$ cat config.mk
export PLATFORM = sky130hd
export DESIGN_NAME = uart_rx_error_status
export DESIGN_NICKNAME = d
export VERILOG_FILES = /design/src/uart_rx_pkg.sv /design/src/rx_fifo_if.sv /design/src/rx_fifo.sv /design/src/pin_sync.sv /design/src/uart_rx_error_status.sv
export VERILOG_INCLUDE_DIRS = /design/src /design/src/src
export SDC_FILE = /design/constraint.sdc
export NUM_CORES = 1
export LEC_CHECK = 0
export BUFFER_PORTS_ARGS = -buffer_cell sky130_fd_sc_hd__buf_4
export CORE_MARGIN = 8
export CORE_UTILIZATION = 56
export CTS_CLUSTER_SIZE = 10
export DETAILED_ROUTE_END_ITERATION = 7
export HOLD_SLACK_MARGIN = 0.06
export PLACE_DENSITY = 0.76
export SETUP_SLACK_MARGIN = 0.3
export SLEW_MARGIN = 25
export SYNTH_ARGS = -nofsm -noshare
export SYNTH_HDL_FRONTEND = slang
export SYNTH_HIERARCHICAL = 1
export SYNTH_SLANG_ARGS = --single-unit
$ cat constraint.sdc
create_clock -name ref_clk -period 2.85 [get_ports ref_clk]
set_input_delay 0.4275 -clock ref_clk [delete_from_list [all_inputs] [get_ports ref_clk]]
set_output_delay 0.4275 -clock ref_clk [all_outputs]
set_load 0.01 [all_outputs]
$ cat src/uart_rx_regs.svh
// Purpose: Register offsets, field positions and reset values of the
//          receive status block.
// Assumes: Included by its bare name from the design files.
// Notes:   Definitions only.
`ifndef UART_RX_REGS_SVH
`define UART_RX_REGS_SVH

// ****************************************************************
// Register offsets
// ****************************************************************
`define CTRL_OFS 4'h0
`define BAUD_OFS 4'h1
`define STATUS_OFS 4'h2
`define DATA_OFS 4'h3

// ****************************************************************
// Field positions
// ****************************************************************
`define CTRL_EN_BIT 0
`define CTRL_FORM_LSB 1
`define CTRL_PINOUT_LSB 5
`define CTRL_ODD_BIT 7
`define PAR_ERR_BIT 0
`define FRM_ERR_BIT 1
`define OVF_BIT 2
`define CTS_BIT 3
`define DRDY_BIT 4

// ****************************************************************
// Encodings and reset values
// ****************************************************************
`define FORM_PAR_A 4'h1
`define FORM_PAR_B 4'h5
`define FORM_PAR_C 4'h7
`define PINOUT_FLOW 2'h2
`define BAUD_RESET 16'h043D
`define SYNC_RESET 2'h3
`define FIFO_DEPTH 8

`endif

$ cat src/uart_rx_pkg.sv
// Purpose: Types shared by the receive status block.
// Assumes: Nothing.
// Notes:   Types only; constants sit in the register header.
package uart_rx_pkg;

	// ****************************************************************
	// Receiver sequencer states, one-hot
	// ****************************************************************
	typedef enum logic [4:0] {
		RX_IDLE = 5'h01,
		RX_START = 5'h02,
		RX_DATA = 5'h04,
		RX_PARITY = 5'h08,
		RX_STOP = 5'h10
	} rx_state_t;

	// ****************************************************************
	// One received character with its error marks
	// ****************************************************************
	typedef struct packed {
		logic frame_bad; // Stop bit sampled low
		logic parity_bad; // Parity mismatch under a parity format
		logic [7:0] data;
	} char_t;

endpackage

$ cat src/rx_fifo_if.sv
// Purpose: Carrier between the receiver and its character buffer.
// Assumes: One clock shared by both ends.
// Notes:   Valid and ready on both sides.
`timescale 1ns/1ns
`default_nettype none
interface rx_fifo_if #(parameter int WIDTH = 10);
	logic push_valid; // Character offered
	logic push_ready; // Buffer has room
	logic [WIDTH-1:0] push_data; // Character written
	logic pop_valid; // Buffer holds a character
	logic pop_ready; // Reader takes the head
	logic [WIDTH-1:0] pop_data; // Head character
	logic flush; // Empty the buffer
	modport user (output push_valid, push_data, pop_ready, flush,
		input push_ready, pop_valid, pop_data);
	modport store (input push_valid, push_data, pop_ready, flush,
		output push_ready, pop_valid, pop_data);
endinterface
`default_nettype wire

$ cat src/rx_fifo.sv
// Purpose: Character buffer between receiver and data register.
// Assumes: Writer honours push_ready; reader honours pop_valid.
// Notes:   Flush empties the buffer in one cycle.
`timescale 1ns/1ns
`default_nettype none
module rx_fifo #(
	parameter int WIDTH = 10,
	parameter int DEPTH = 8
) (
	input wire logic ref_clk,
	input wire logic rst_b,
	rx_fifo_if.store port
);
	localparam int PW = $clog2(DEPTH);
	localparam logic [PW:0] FULL = (PW+1)'(DEPTH);

	// ****************************************************************
	// State
	// ****************************************************************
	typedef struct packed {
		logic [DEPTH-1:0][WIDTH-1:0] mem; // Storage entries
		logic [PW-1:0] wr_ptr; // Next entry to fill
		logic [PW-1:0] rd_ptr; // Head entry
		logic [PW:0] count; // Entries in use
	} fifo_state_t;

	fifo_state_t state;
	fifo_state_t next_state;
	logic do_push;
	logic do_pop;

	// Honest flags straight from the count
	assign port.push_ready = (state.count != FULL);
	assign port.pop_valid = (state.count != '0);
	assign port.pop_data = state.mem[state.rd_ptr];

	// Pointer and count update
	always_comb begin
		next_state = state;
		do_push = port.push_valid && port.push_ready;
		do_pop = port.pop_ready && port.pop_valid;
		if (do_push) begin
			next_state.mem[state.wr_ptr] = port.push_data;
			next_state.wr_ptr = state.wr_ptr + 1'b1;
		end
		if (do_pop) begin
			next_state.rd_ptr = state.rd_ptr + 1'b1;
		end
		if (do_push && !do_pop) begin
			next_state.count = state.count + 1'b1;
		end else if (do_pop && !do_push) begin
			next_state.count = state.count - 1'b1;
		end
		if (port.flush) begin
			next_state.wr_ptr = '0;
			next_state.rd_ptr = '0;
			next_state.count = '0;
		end
	end

	// State register
	always_ff @(posedge ref_clk or negedge rst_b) begin
		if (!rst_b) begin
			state <= '0;
		end else begin
			state <= next_state;
		end
	end
endmodule
`default_nettype wire

$ cat src/pin_sync.sv
// Purpose: Three-stage synchroniser for the line pins.
// Assumes: Pins are asynchronous to ref_clk.
// Notes:   A high counts once stages two and three agree; a low counts as soon as either is low.
`timescale 1ns/1ns
`default_nettype none
`include "uart_rx_regs.svh"
module pin_sync (
	input wire logic ref_clk,
	input wire logic rst_b,
	input wire logic [1:0] pin_in,
	output logic [1:0] level
);
	// ****************************************************************
	// State
	// ****************************************************************
	typedef struct packed {
		logic [1:0] s1; // Metastable stage, read only by s2
		logic [1:0] s2; // Second stage
		logic [1:0] s3; // Third stage
		logic [1:0] lvl; // Accepted level
	} sync_state_t;

	sync_state_t state;
	sync_state_t next_state;

	assign level = state.lvl;

	// Shift and accept agreed bits
	always_comb begin
		next_state = state;
		next_state.s1 = pin_in;
		next_state.s2 = state.s1;
		next_state.s3 = state.s2;
		next_state.lvl = (state.s2 & state.s3) |
			(state.lvl & ~(state.s2 ^ state.s3));
	end

	// State register, lines idle high
	always_ff @(posedge ref_clk or negedge rst_b) begin
		if (!rst_b) begin
			state <= {`SYNC_RESET, `SYNC_RESET, `SYNC_RESET, `SYNC_RESET};
		end else begin
			state <= next_state;
		end
	end
endmodule
`default_nettype wire

$ cat src/uart_rx_error_status.sv
// Purpose: Serial receiver with error and line status flags.
// Assumes: Register master per plain strobe port; pins asynchronous.
// Notes:   Framing and parity errors travel with each buffered character.
// Function
// RQ1: Status bit 3 shows CTS under flow control
// RQ2: Writes never change the CTS status bit
// RQ3: Overflow when buffer full, char waiting, start
// RQ4: Framing error when first stop bit zero
// RQ5: Parity error only for parity-enabled formats
// RQ6: Writing one clears an error flag
// RQ7: Writing zero leaves error flags unchanged
// RQ8: Disabling receiver clears all error flags
// RQ9: Flags describe the character read next
// RQ10: Errors buffered with character, loaded with it
`timescale 1ns/1ns
`default_nettype none
`include "uart_rx_regs.svh"
module uart_rx_error_status (
	input wire logic ref_clk,
	input wire logic rst_b,
	input wire logic rx_pin,
	input wire logic cts_pin,
	input wire logic [3:0] reg_addr,
	input wire logic [15:0] reg_wdata,
	input wire logic reg_wr,
	input wire logic reg_rd,
	output logic [15:0] reg_rdata
);
	// ****************************************************************
	// State
	// ****************************************************************
	typedef struct packed {
		logic rx_enable; // Receiver on
		logic [3:0] frame_format_select; // Character format
		logic [1:0] transmit_pinout_select; // Pin use, flow control
		logic parity_odd; // Odd parity when set
		logic [15:0] baud; // Clock cycles per bit
		uart_rx_pkg::rx_state_t rx; // Receiver sequencer
		logic [15:0] cnt; // Cycles to next sample
		logic [2:0] bitn; // Data bit index
		logic [7:0] shift; // Receive shift register
		logic par_bad; // Parity mismatch of current char
		logic pend_valid; // Character waiting for buffer
		uart_rx_pkg::char_t pend; // Waiting character
		logic data_valid; // Data register holds a char
		uart_rx_pkg::char_t dreg; // Receive data register
		logic receive_overflow_flag; // Sticky overflow
		logic framing_error_flag; // Sticky framing error
		logic parity_error_flag; // Sticky parity error
		logic [15:0] rdata; // Read data, one cycle
	} main_state_t;

	main_state_t state;
	main_state_t next_state;
	logic [1:0] line_level; // Synchronised {cts, rx}
	logic rx_level; // Receive line
	logic cts_level; // Clear-to-send line
	logic flow_en; // Hardware flow control selected
	logic parity_en; // Format carries parity
	logic start_det; // Start edge seen while idle
	logic stop_done; // Stop bit sampled
	logic stop_take; // Completed char accepted
	logic ovf_set; // Overflow event
	logic load; // Head moves into data register
	logic data_rd; // Software reads data register
	logic status_wr; // Software writes status
	logic status_rd; // Software reads status
	logic [2:0] err_flags; // {overflow, framing, parity}
	uart_rx_pkg::char_t head; // Buffer head

	rx_fifo_if #(.WIDTH($bits(uart_rx_pkg::char_t))) fifo ();

	// ****************************************************************
	// Line synchroniser and buffer
	// ****************************************************************
	pin_sync u_sync (
		.ref_clk(ref_clk),
		.rst_b(rst_b),
		.pin_in({cts_pin, rx_pin}),
		.level(line_level)
	);

	rx_fifo #(
		.WIDTH($bits(uart_rx_pkg::char_t)),
		.DEPTH(`FIFO_DEPTH)
	) u_fifo (
		.ref_clk(ref_clk),
		.rst_b(rst_b),
		.port(fifo.store)
	);

	assign rx_level = line_level[0];
	assign cts_level = line_level[1];
	assign reg_rdata = state.rdata;
	assign err_flags = {state.receive_overflow_flag,
		state.framing_error_flag, state.parity_error_flag};
	assign head = uart_rx_pkg::char_t'(fifo.pop_data);

	// Buffer handshakes
	assign fifo.push_valid = state.pend_valid;
	assign fifo.push_data = state.pend;
	assign fifo.pop_ready = load;
	assign fifo.flush = !state.rx_enable;

	// ****************************************************************
	// Decode and events
	// ****************************************************************
	always_comb begin
		flow_en = (state.transmit_pinout_select == `PINOUT_FLOW);
		parity_en = (state.frame_format_select == `FORM_PAR_A) ||
			(state.frame_format_select == `FORM_PAR_B) ||
			(state.frame_format_select == `FORM_PAR_C);
		status_wr = reg_wr && (reg_addr == `STATUS_OFS);
		status_rd = reg_rd && (reg_addr == `STATUS_OFS);
		data_rd = reg_rd && (reg_addr == `DATA_OFS);
		start_det = state.rx_enable && (state.rx == uart_rx_pkg::RX_IDLE) &&
			!rx_level;
		stop_done = state.rx_enable && (state.rx == uart_rx_pkg::RX_STOP) &&
			(state.cnt == 16'h0000);
		// A full buffer with a char still waiting drops the new one
		stop_take = stop_done && (!state.pend_valid || fifo.push_ready);
		ovf_set = start_det && state.pend_valid && !fifo.push_ready; // RQ3
		// Refill the data register when empty or being read
		load = state.rx_enable && fifo.pop_valid &&
			(!state.data_valid || data_rd); // RQ9
	end

	// ****************************************************************
	// Next state
	// ****************************************************************
	always_comb begin
		next_state = state;
		next_state.rdata = 16'h0000;

		// Control and baud writes
		if (reg_wr && (reg_addr == `CTRL_OFS)) begin
			next_state.rx_enable = reg_wdata[`CTRL_EN_BIT];
			next_state.frame_format_select =
				reg_wdata[`CTRL_FORM_LSB +: 4];
			next_state.transmit_pinout_select =
				reg_wdata[`CTRL_PINOUT_LSB +: 2];
			next_state.parity_odd = reg_wdata[`CTRL_ODD_BIT];
		end
		if (reg_wr && (reg_addr == `BAUD_OFS)) begin
			next_state.baud = reg_wdata;
		end

		// Receiver sequencer, samples mid-bit
		unique case (state.rx)
			uart_rx_pkg::RX_IDLE: begin
				// Start edge: wait half a bit then check
				if (start_det) begin
					next_state.rx = uart_rx_pkg::RX_START;
					next_state.cnt = {1'b0, state.baud[15:1]};
				end
			end
			uart_rx_pkg::RX_START: begin
				if (state.cnt == 16'h0000) begin
					// False start returns to idle
					if (!rx_level) begin
						next_state.rx = uart_rx_pkg::RX_DATA;
						next_state.cnt = state.baud - 16'h0001;
						next_state.bitn = 3'h0;
					end else begin
						next_state.rx = uart_rx_pkg::RX_IDLE;
					end
				end else begin
					next_state.cnt = state.cnt - 16'h0001;
				end
			end
			uart_rx_pkg::RX_DATA: begin
				if (state.cnt == 16'h0000) begin
					// LSB first
					next_state.shift = {rx_level, state.shift[7:1]};
					next_state.cnt = state.baud - 16'h0001;
					next_state.bitn = state.bitn + 3'h1;
					if (state.bitn == 3'h7) begin
						next_state.rx = parity_en ? uart_rx_pkg::RX_PARITY :
							uart_rx_pkg::RX_STOP;
					end
				end else begin
					next_state.cnt = state.cnt - 16'h0001;
				end
			end
			uart_rx_pkg::RX_PARITY: begin
				if (state.cnt == 16'h0000) begin
					// Mismatch against selected sense
					next_state.par_bad =
						((^{state.shift, rx_level}) != state.parity_odd);
					next_state.rx = uart_rx_pkg::RX_STOP;
					next_state.cnt = state.baud - 16'h0001;
				end else begin
					next_state.cnt = state.cnt - 16'h0001;
				end
			end
			uart_rx_pkg::RX_STOP: begin
				if (state.cnt == 16'h0000) begin
					next_state.rx = uart_rx_pkg::RX_IDLE;
					next_state.par_bad = 1'b0;
				end else begin
					next_state.cnt = state.cnt - 16'h0001;
				end
			end
		endcase

		// Waiting character leaves for the buffer
		if (state.pend_valid && fifo.push_ready) begin
			next_state.pend_valid = 1'b0;
		end
		// Completed character with its error marks
		if (stop_take) begin
			next_state.pend_valid = 1'b1;
			next_state.pend.data = state.shift;
			next_state.pend.frame_bad = !rx_level; // RQ4
			next_state.pend.parity_bad = parity_en && state.par_bad; // RQ5
		end

		// Data register read and refill
		if (data_rd) begin
			next_state.rdata = {8'h00, state.dreg.data};
			next_state.data_valid = 1'b0;
		end
		if (load) begin
			next_state.data_valid = 1'b1;
			next_state.dreg = head; // RQ10
		end

		// Status read; CTS is live, never stored
		if (status_rd) begin
			next_state.rdata[`PAR_ERR_BIT] = state.parity_error_flag;
			next_state.rdata[`FRM_ERR_BIT] = state.framing_error_flag;
			next_state.rdata[`OVF_BIT] = state.receive_overflow_flag;
			next_state.rdata[`CTS_BIT] = flow_en && cts_level; // RQ1 RQ2
			next_state.rdata[`DRDY_BIT] = state.data_valid;
		end
		if (reg_rd && (reg_addr == `CTRL_OFS)) begin
			next_state.rdata[`CTRL_EN_BIT] = state.rx_enable;
			next_state.rdata[`CTRL_FORM_LSB +: 4] = state.frame_format_select;
			next_state.rdata[`CTRL_PINOUT_LSB +: 2] =
				state.transmit_pinout_select;
			next_state.rdata[`CTRL_ODD_BIT] = state.parity_odd;
		end
		if (reg_rd && (reg_addr == `BAUD_OFS)) begin
			next_state.rdata = state.baud;
		end

		// Error flags: one clears, zero keeps
		if (status_wr) begin
			if (reg_wdata[`OVF_BIT]) begin
				next_state.receive_overflow_flag = 1'b0; // RQ6 RQ7
			end
			if (reg_wdata[`FRM_ERR_BIT]) begin
				next_state.framing_error_flag = 1'b0; // RQ6 RQ7
			end
			if (reg_wdata[`PAR_ERR_BIT]) begin
				next_state.parity_error_flag = 1'b0; // RQ6 RQ7
			end
		end
		// Events win over a clear in the same cycle
		if (ovf_set) begin
			next_state.receive_overflow_flag = 1'b1; // RQ3
		end
		if (load && head.frame_bad) begin
			next_state.framing_error_flag = 1'b1; // RQ9 RQ10
		end
		if (load && head.parity_bad) begin
			next_state.parity_error_flag = 1'b1; // RQ9 RQ10
		end

		// Receiver off: flags, sequencer and held chars cleared
		if (!state.rx_enable) begin
			next_state.receive_overflow_flag = 1'b0; // RQ8
			next_state.framing_error_flag = 1'b0; // RQ8
			next_state.parity_error_flag = 1'b0; // RQ8
			next_state.rx = uart_rx_pkg::RX_IDLE;
			next_state.pend_valid = 1'b0;
			next_state.data_valid = 1'b0;
		end
	end

	// State register
	always_ff @(posedge ref_clk or negedge rst_b) begin
		if (!rst_b) begin
			state <= '0;
			state.rx <= uart_rx_pkg::RX_IDLE;
			state.baud <= `BAUD_RESET;
		end else begin
			state <= next_state;
		end
	end

	// ****************************************************************
	// Checks
	// ****************************************************************
	property p_cts_live;
		@(posedge ref_clk) disable iff (!rst_b)
		(status_rd && flow_en) |=> (reg_rdata[3] == $past(cts_level));
	endproperty
	a_cts_live: assert property (p_cts_live) // RQ1
		else $error("CTS status bit does not follow the pin");

	property p_cts_no_store;
		@(posedge ref_clk) disable iff (!rst_b)
		(status_rd && !(flow_en && cts_level)) |=> !reg_rdata[3];
	endproperty
	a_cts_no_store: assert property (p_cts_no_store) // RQ2
		else $error("CTS status bit took a written value");

	property p_overflow_set;
		@(posedge ref_clk) disable iff (!rst_b)
		(start_det && state.pend_valid && !fifo.push_ready) |=>
			state.receive_overflow_flag;
	endproperty
	a_overflow_set: assert property (p_overflow_set) // RQ3
		else $error("Overflow not flagged");

	property p_frame_err;
		@(posedge ref_clk) disable iff (!rst_b)
		(stop_take && !rx_level) |=>
			(state.pend_valid && state.pend.frame_bad);
	endproperty
	a_frame_err: assert property (p_frame_err) // RQ4
		else $error("Low stop bit not marked as framing error");

	property p_parity_only_enabled;
		@(posedge ref_clk) disable iff (!rst_b)
		(stop_take && !parity_en) |=> !state.pend.parity_bad;
	endproperty
	a_parity_only_enabled: assert property (p_parity_only_enabled) // RQ5
		else $error("Parity error without parity format");

	property p_clear_one;
		@(posedge ref_clk) disable iff (!rst_b)
		(status_wr && reg_wdata[2] && !ovf_set) |=>
			!state.receive_overflow_flag;
	endproperty
	a_clear_one: assert property (p_clear_one) // RQ6
		else $error("Writing one did not clear overflow");

	property p_zero_keeps;
		@(posedge ref_clk) disable iff (!rst_b)
		(status_wr && (reg_wdata[2:0] == 3'h0) && state.rx_enable) |=>
			((err_flags & $past(err_flags)) == $past(err_flags));
	endproperty
	a_zero_keeps: assert property (p_zero_keeps) // RQ7
		else $error("Writing zero changed an error flag");

	property p_disable_clears;
		@(posedge ref_clk) disable iff (!rst_b)
		!state.rx_enable |=> (err_flags == 3'h0);
	endproperty
	a_disable_clears: assert property (p_disable_clears) // RQ8
		else $error("Error flags survive receiver disable");

	property p_flag_follows_char;
		@(posedge ref_clk) disable iff (!rst_b)
		(load && head.frame_bad) |=>
			(state.framing_error_flag && state.data_valid);
	endproperty
	a_flag_follows_char: assert property (p_flag_follows_char) // RQ9
		else $error("Framing flag missing for next character");

	property p_char_with_marks;
		@(posedge ref_clk) disable iff (!rst_b)
		load |=> (state.dreg == $past(head));
	endproperty
	a_char_with_marks: assert property (p_char_with_marks) // RQ10
		else $error("Data register lost its error marks");
endmodule
`default_nettype wire

==> flow_summary.json <==
{
  "period_share": 0.882,
  "holdWs_ns": 0.0363,
  "start_util": 0.575,
  "register_area_mm2": 0.00487,
  "nFillCells": 1180,
  "sw_frac_of_total": 0.321,
  "rsz0062_at_grt": "false",
  "synth_mux_area_frac": 0.230,
  "synthCells": 760,
  "fin_tns_setup_ns": 0,
  "gr-total-overflow": 0,
  "avgViaCountPerCell": 6.14,
  "final-max-slew-violation-count": 0,
  "vias": 6403,
  "numCtsBuffers": 17,
  "antenna_found_initial": 1,
  "core_area_mm2": 0.0166,
  "ir_drop_v": 0.000500,
  "syn_avg_cell_area_um2": 12.6,
  "avgRoutedWirePerCell_um": 20.9,
  "synth_edf_count": 0,
  "p_per_area_mw_per_mm2": 677,
  "synth_nets": 798,
  "dieArea_mm2": 0.0215,
  "synth_top_family_by_area": "multiplexers",
  "finalWeightedCongestion": 0.845,
  "drt-total-wl_um": 21800,
  "final_cell_mix": "dfrtp_1 (178), mux2_2 (121), buf_4 (80)",
  "max_slew_margin": 0.471,
  "place_inst": 998,
  "synth_xor_area_frac": 0.0265,
  "synthArstFlopShare": 1.00,
  "multi_input_area_mm2": 0.00441,
  "port_buffers": 41,
  "crit_family": "simple AND/OR/NAND/NOR gates",
  "worstPathArrival_ns": 2.83,
  "fin_nets": 847,
  "hpwl_um": 14800,
  "clk_pin_slew_ns": 0.08,
  "cts_sinks": 194,
  "worstRegToRegCells": 10,
  "crit_chain": "or4_4 -> and3_4 -> nand2_4 -> ha_4 -> inv_4 -> ha_4 -> a21oi_4 -> a211oi_2 -> a31oi_1 -> mux2_2",
  "power_frac_clock": 0.342,
  "postLayoutCoreUtil": 0.658,
  "fmax_mhz": 398,
  "crit_buf_inv": 1,
  "reg2reg_slack_ns": 0.34,
  "timing.critical_path.required_ns": 3.17,
  "worstReg2RegStart": "u_fifo/state[0]",
  "final-hold-violation-count": 0,
  "grt_pass1_wl_um": 35900,
  "crit_path_start_kind": "flip-flop",
  "clock_latency_ns": 0.44,
  "cts_root_buf": "clkbuf_16",
  "tightest_slew_ns": 0.794,
  "ys_warn_count": 6,
  "grt_max_degree": 97,
  "antenna_cells": 0,
  "crit_path_end_kind": "flip-flop",
  "pwr-share-seq": 0.449,
  "grt_pass1_vias": 6565,
  "cts_tree": "built",
  "ys.flop_type": "dfrtp_1",
  "layout.cells.non_filler": 1042,
  "critical-path-max-stage-delay_ns": 0.54,
  "p_int_mw": 5.03,
  "cap_violations": 0,
  "final.min_clock_period_ns": 2.51,
  "final_common_cell": "dfrtp_1",
  "synth_cell_types": 74,
  "r2r-end": "u_fifo/state[3]",
  "cp_max_fo": 3,
  "dp_slack_ns": 0.190,
  "synth_area_mm2": 0.00957,
  "ios": 42,
  "min_path_type": "input port to async pin",
  "yosys.area_share.simple": 0.103,
  "drcViolationCount": 0,
  "synth-compound-area-share": 0.0719,
  "setup_viol": 0,
  "drive_gt1_frac": 0.393,
  "status": "finished clean",
  "p_comb_frac": 0.209,
  "leakagePower_nw": 5.12,
  "first_pass_iters": 5,
  "htree_levels": 4,
  "drt-initial-drc-count": 599,
  "crit_path_frequent_cell": "ha_4",
  "area_growth_pct": 14.4,
  "clock_path_buffers": 2,
  "worst_path_max_delay_cell": "or4_4",
  "postCtsHoldBufs": 0,
  "ys_ff_latch": 194,
  "crit_type": "flip-flop to flip-flop",
  "fin_skew_ns": 0.0105,
  "globalRouteTotalUtil": 0.210,
  "die-height_um": 147,
  "finalWorstSetupSlack_ns": 0.337,
  "synth_fa_ha_area_frac": 0.0165,
  "rows": 47,
  "p_switching_mw": 2.38,
  "antenna_left": 0,
  "die_w_um": 147,
  "yosysSeqAreaShare": 0.509
}
power groups by stage:
stage	logic [mW]	registers, mW	clock network, mW
6_report	1.55	3.33	2.53
5_1_grt	1.71	3.37	2.70
4_1_cts	1.52	3.32	2.58
3_5_place_dp	1.49	3.36	0
3_3_place_gp	1.46	3.35	0
2_1_floorplan	1.08	3.24	0
stage by stage:
stage | instance area (um^2) | power (mW)
floorplan | 9640 | 4.32
global placement | 10100 | 4.81
detailed placement | 10100 | 4.86
CTS | 10800 | 7.41
global route | 10900 | 7.78
finish | 10900 | 7.41
worst register-to-register path, stage by stage, from the launching register on:
cell and delay [ns]:
dfrtp_1 0.41, or4_4 0.54, and3_4 0.20, nand2_4 0.07, ha_4 0.16, inv_4 0.05, ha_4 0.23, a21oi_4 0.14
a211oi_2 0.09, a31oi_1 0.16, mux2_2 0.35
worst max path at each step:
stage,cells past startpoint,startpoint,end
5_1_grt,11,u_fifo/state[1],u_fifo/state[3]
3_5_place_dp,13,reg_addr[3],u_fifo/state[3]
4_1_cts,10,u_fifo/state[2],u_fifo/state[3]
6_report,10,u_fifo/state[0],u_fifo/state[3]
2_1_floorplan,11,u_fifo/state[0],u_fifo/state[3]
3_3_place_gp,13,reg_addr[3],u_fifo/state[3]
cell usage after synthesis (9+ instances only):
cell / instances / share of area
dfrtp_1: 179 / 0.47
mux2_2: 121 / 0.14
nor2_1: 49 / 0.019
nand2_1: 31 / 0.012
clkbuf_1: 24 / 0.0094
mux4_2: 24 / 0.056
buf_4: 21 / 0.016
o21ai_0: 21 / 0.011
a21oi_1: 18 / 0.0094
inv_1: 16 / 0.0063
nand3_1: 16 / 0.0084
nor3_1: 16 / 0.0084
xnor2_1: 16 / 0.015
dfstp_2: 15 / 0.041
xor2_1: 13 / 0.012
ha_1: 11 / 0.014
mux2_4: 10 / 0.016
and2_1: 9 / 0.0059
timing repair:
item                                    CTS  global route
pin swaps                                 1             3
gates resized for setup                   4            11
gates cloned                              0             1
setup buffers                             4             7
endpoints found under the setup margin    4            27
layer usage:
layer  track usage  up-vias  share of wire
li1              -     2862              -
met1         0.294     3329           0.45
met2         0.323      198           0.48
met3        0.0550       14          0.058
met4        0.0438        0         0.0074
met5             0        -              0
state kept, by name, summed over array words and instances (netlist names):
| register | cells |
|---|---|
| err_flags | 3 |
| fifo.push_data | 10 |
| fifo.push_valid | 1 |
| reg_rdata | 16 |
| state | 66 |
| u_fifo/state | 90 |
| u_sync/level | 2 |
| u_sync/next_state | 4 |
| u_sync/state | 2 |
area by class of cell:
type                            count  share of cell area
Multi-Input combinational cell    493               0.403
Tap cell                          220              0.0251
Timing Repair Buffer               85              0.0618
Inverter                           18             0.00663
Sequential cell                   194               0.445
Clock inverter                     15              0.0195
Clock buffer                       17              0.0389
cells by family after synthesis:
kind of cell    Yosys count
compound gates          102
simple gates            180
mux                     169
buf+inv                  74
xor+xnor                 29
fa+ha+maj                12
flops                   194
Power figures use the tool's default switching activity.
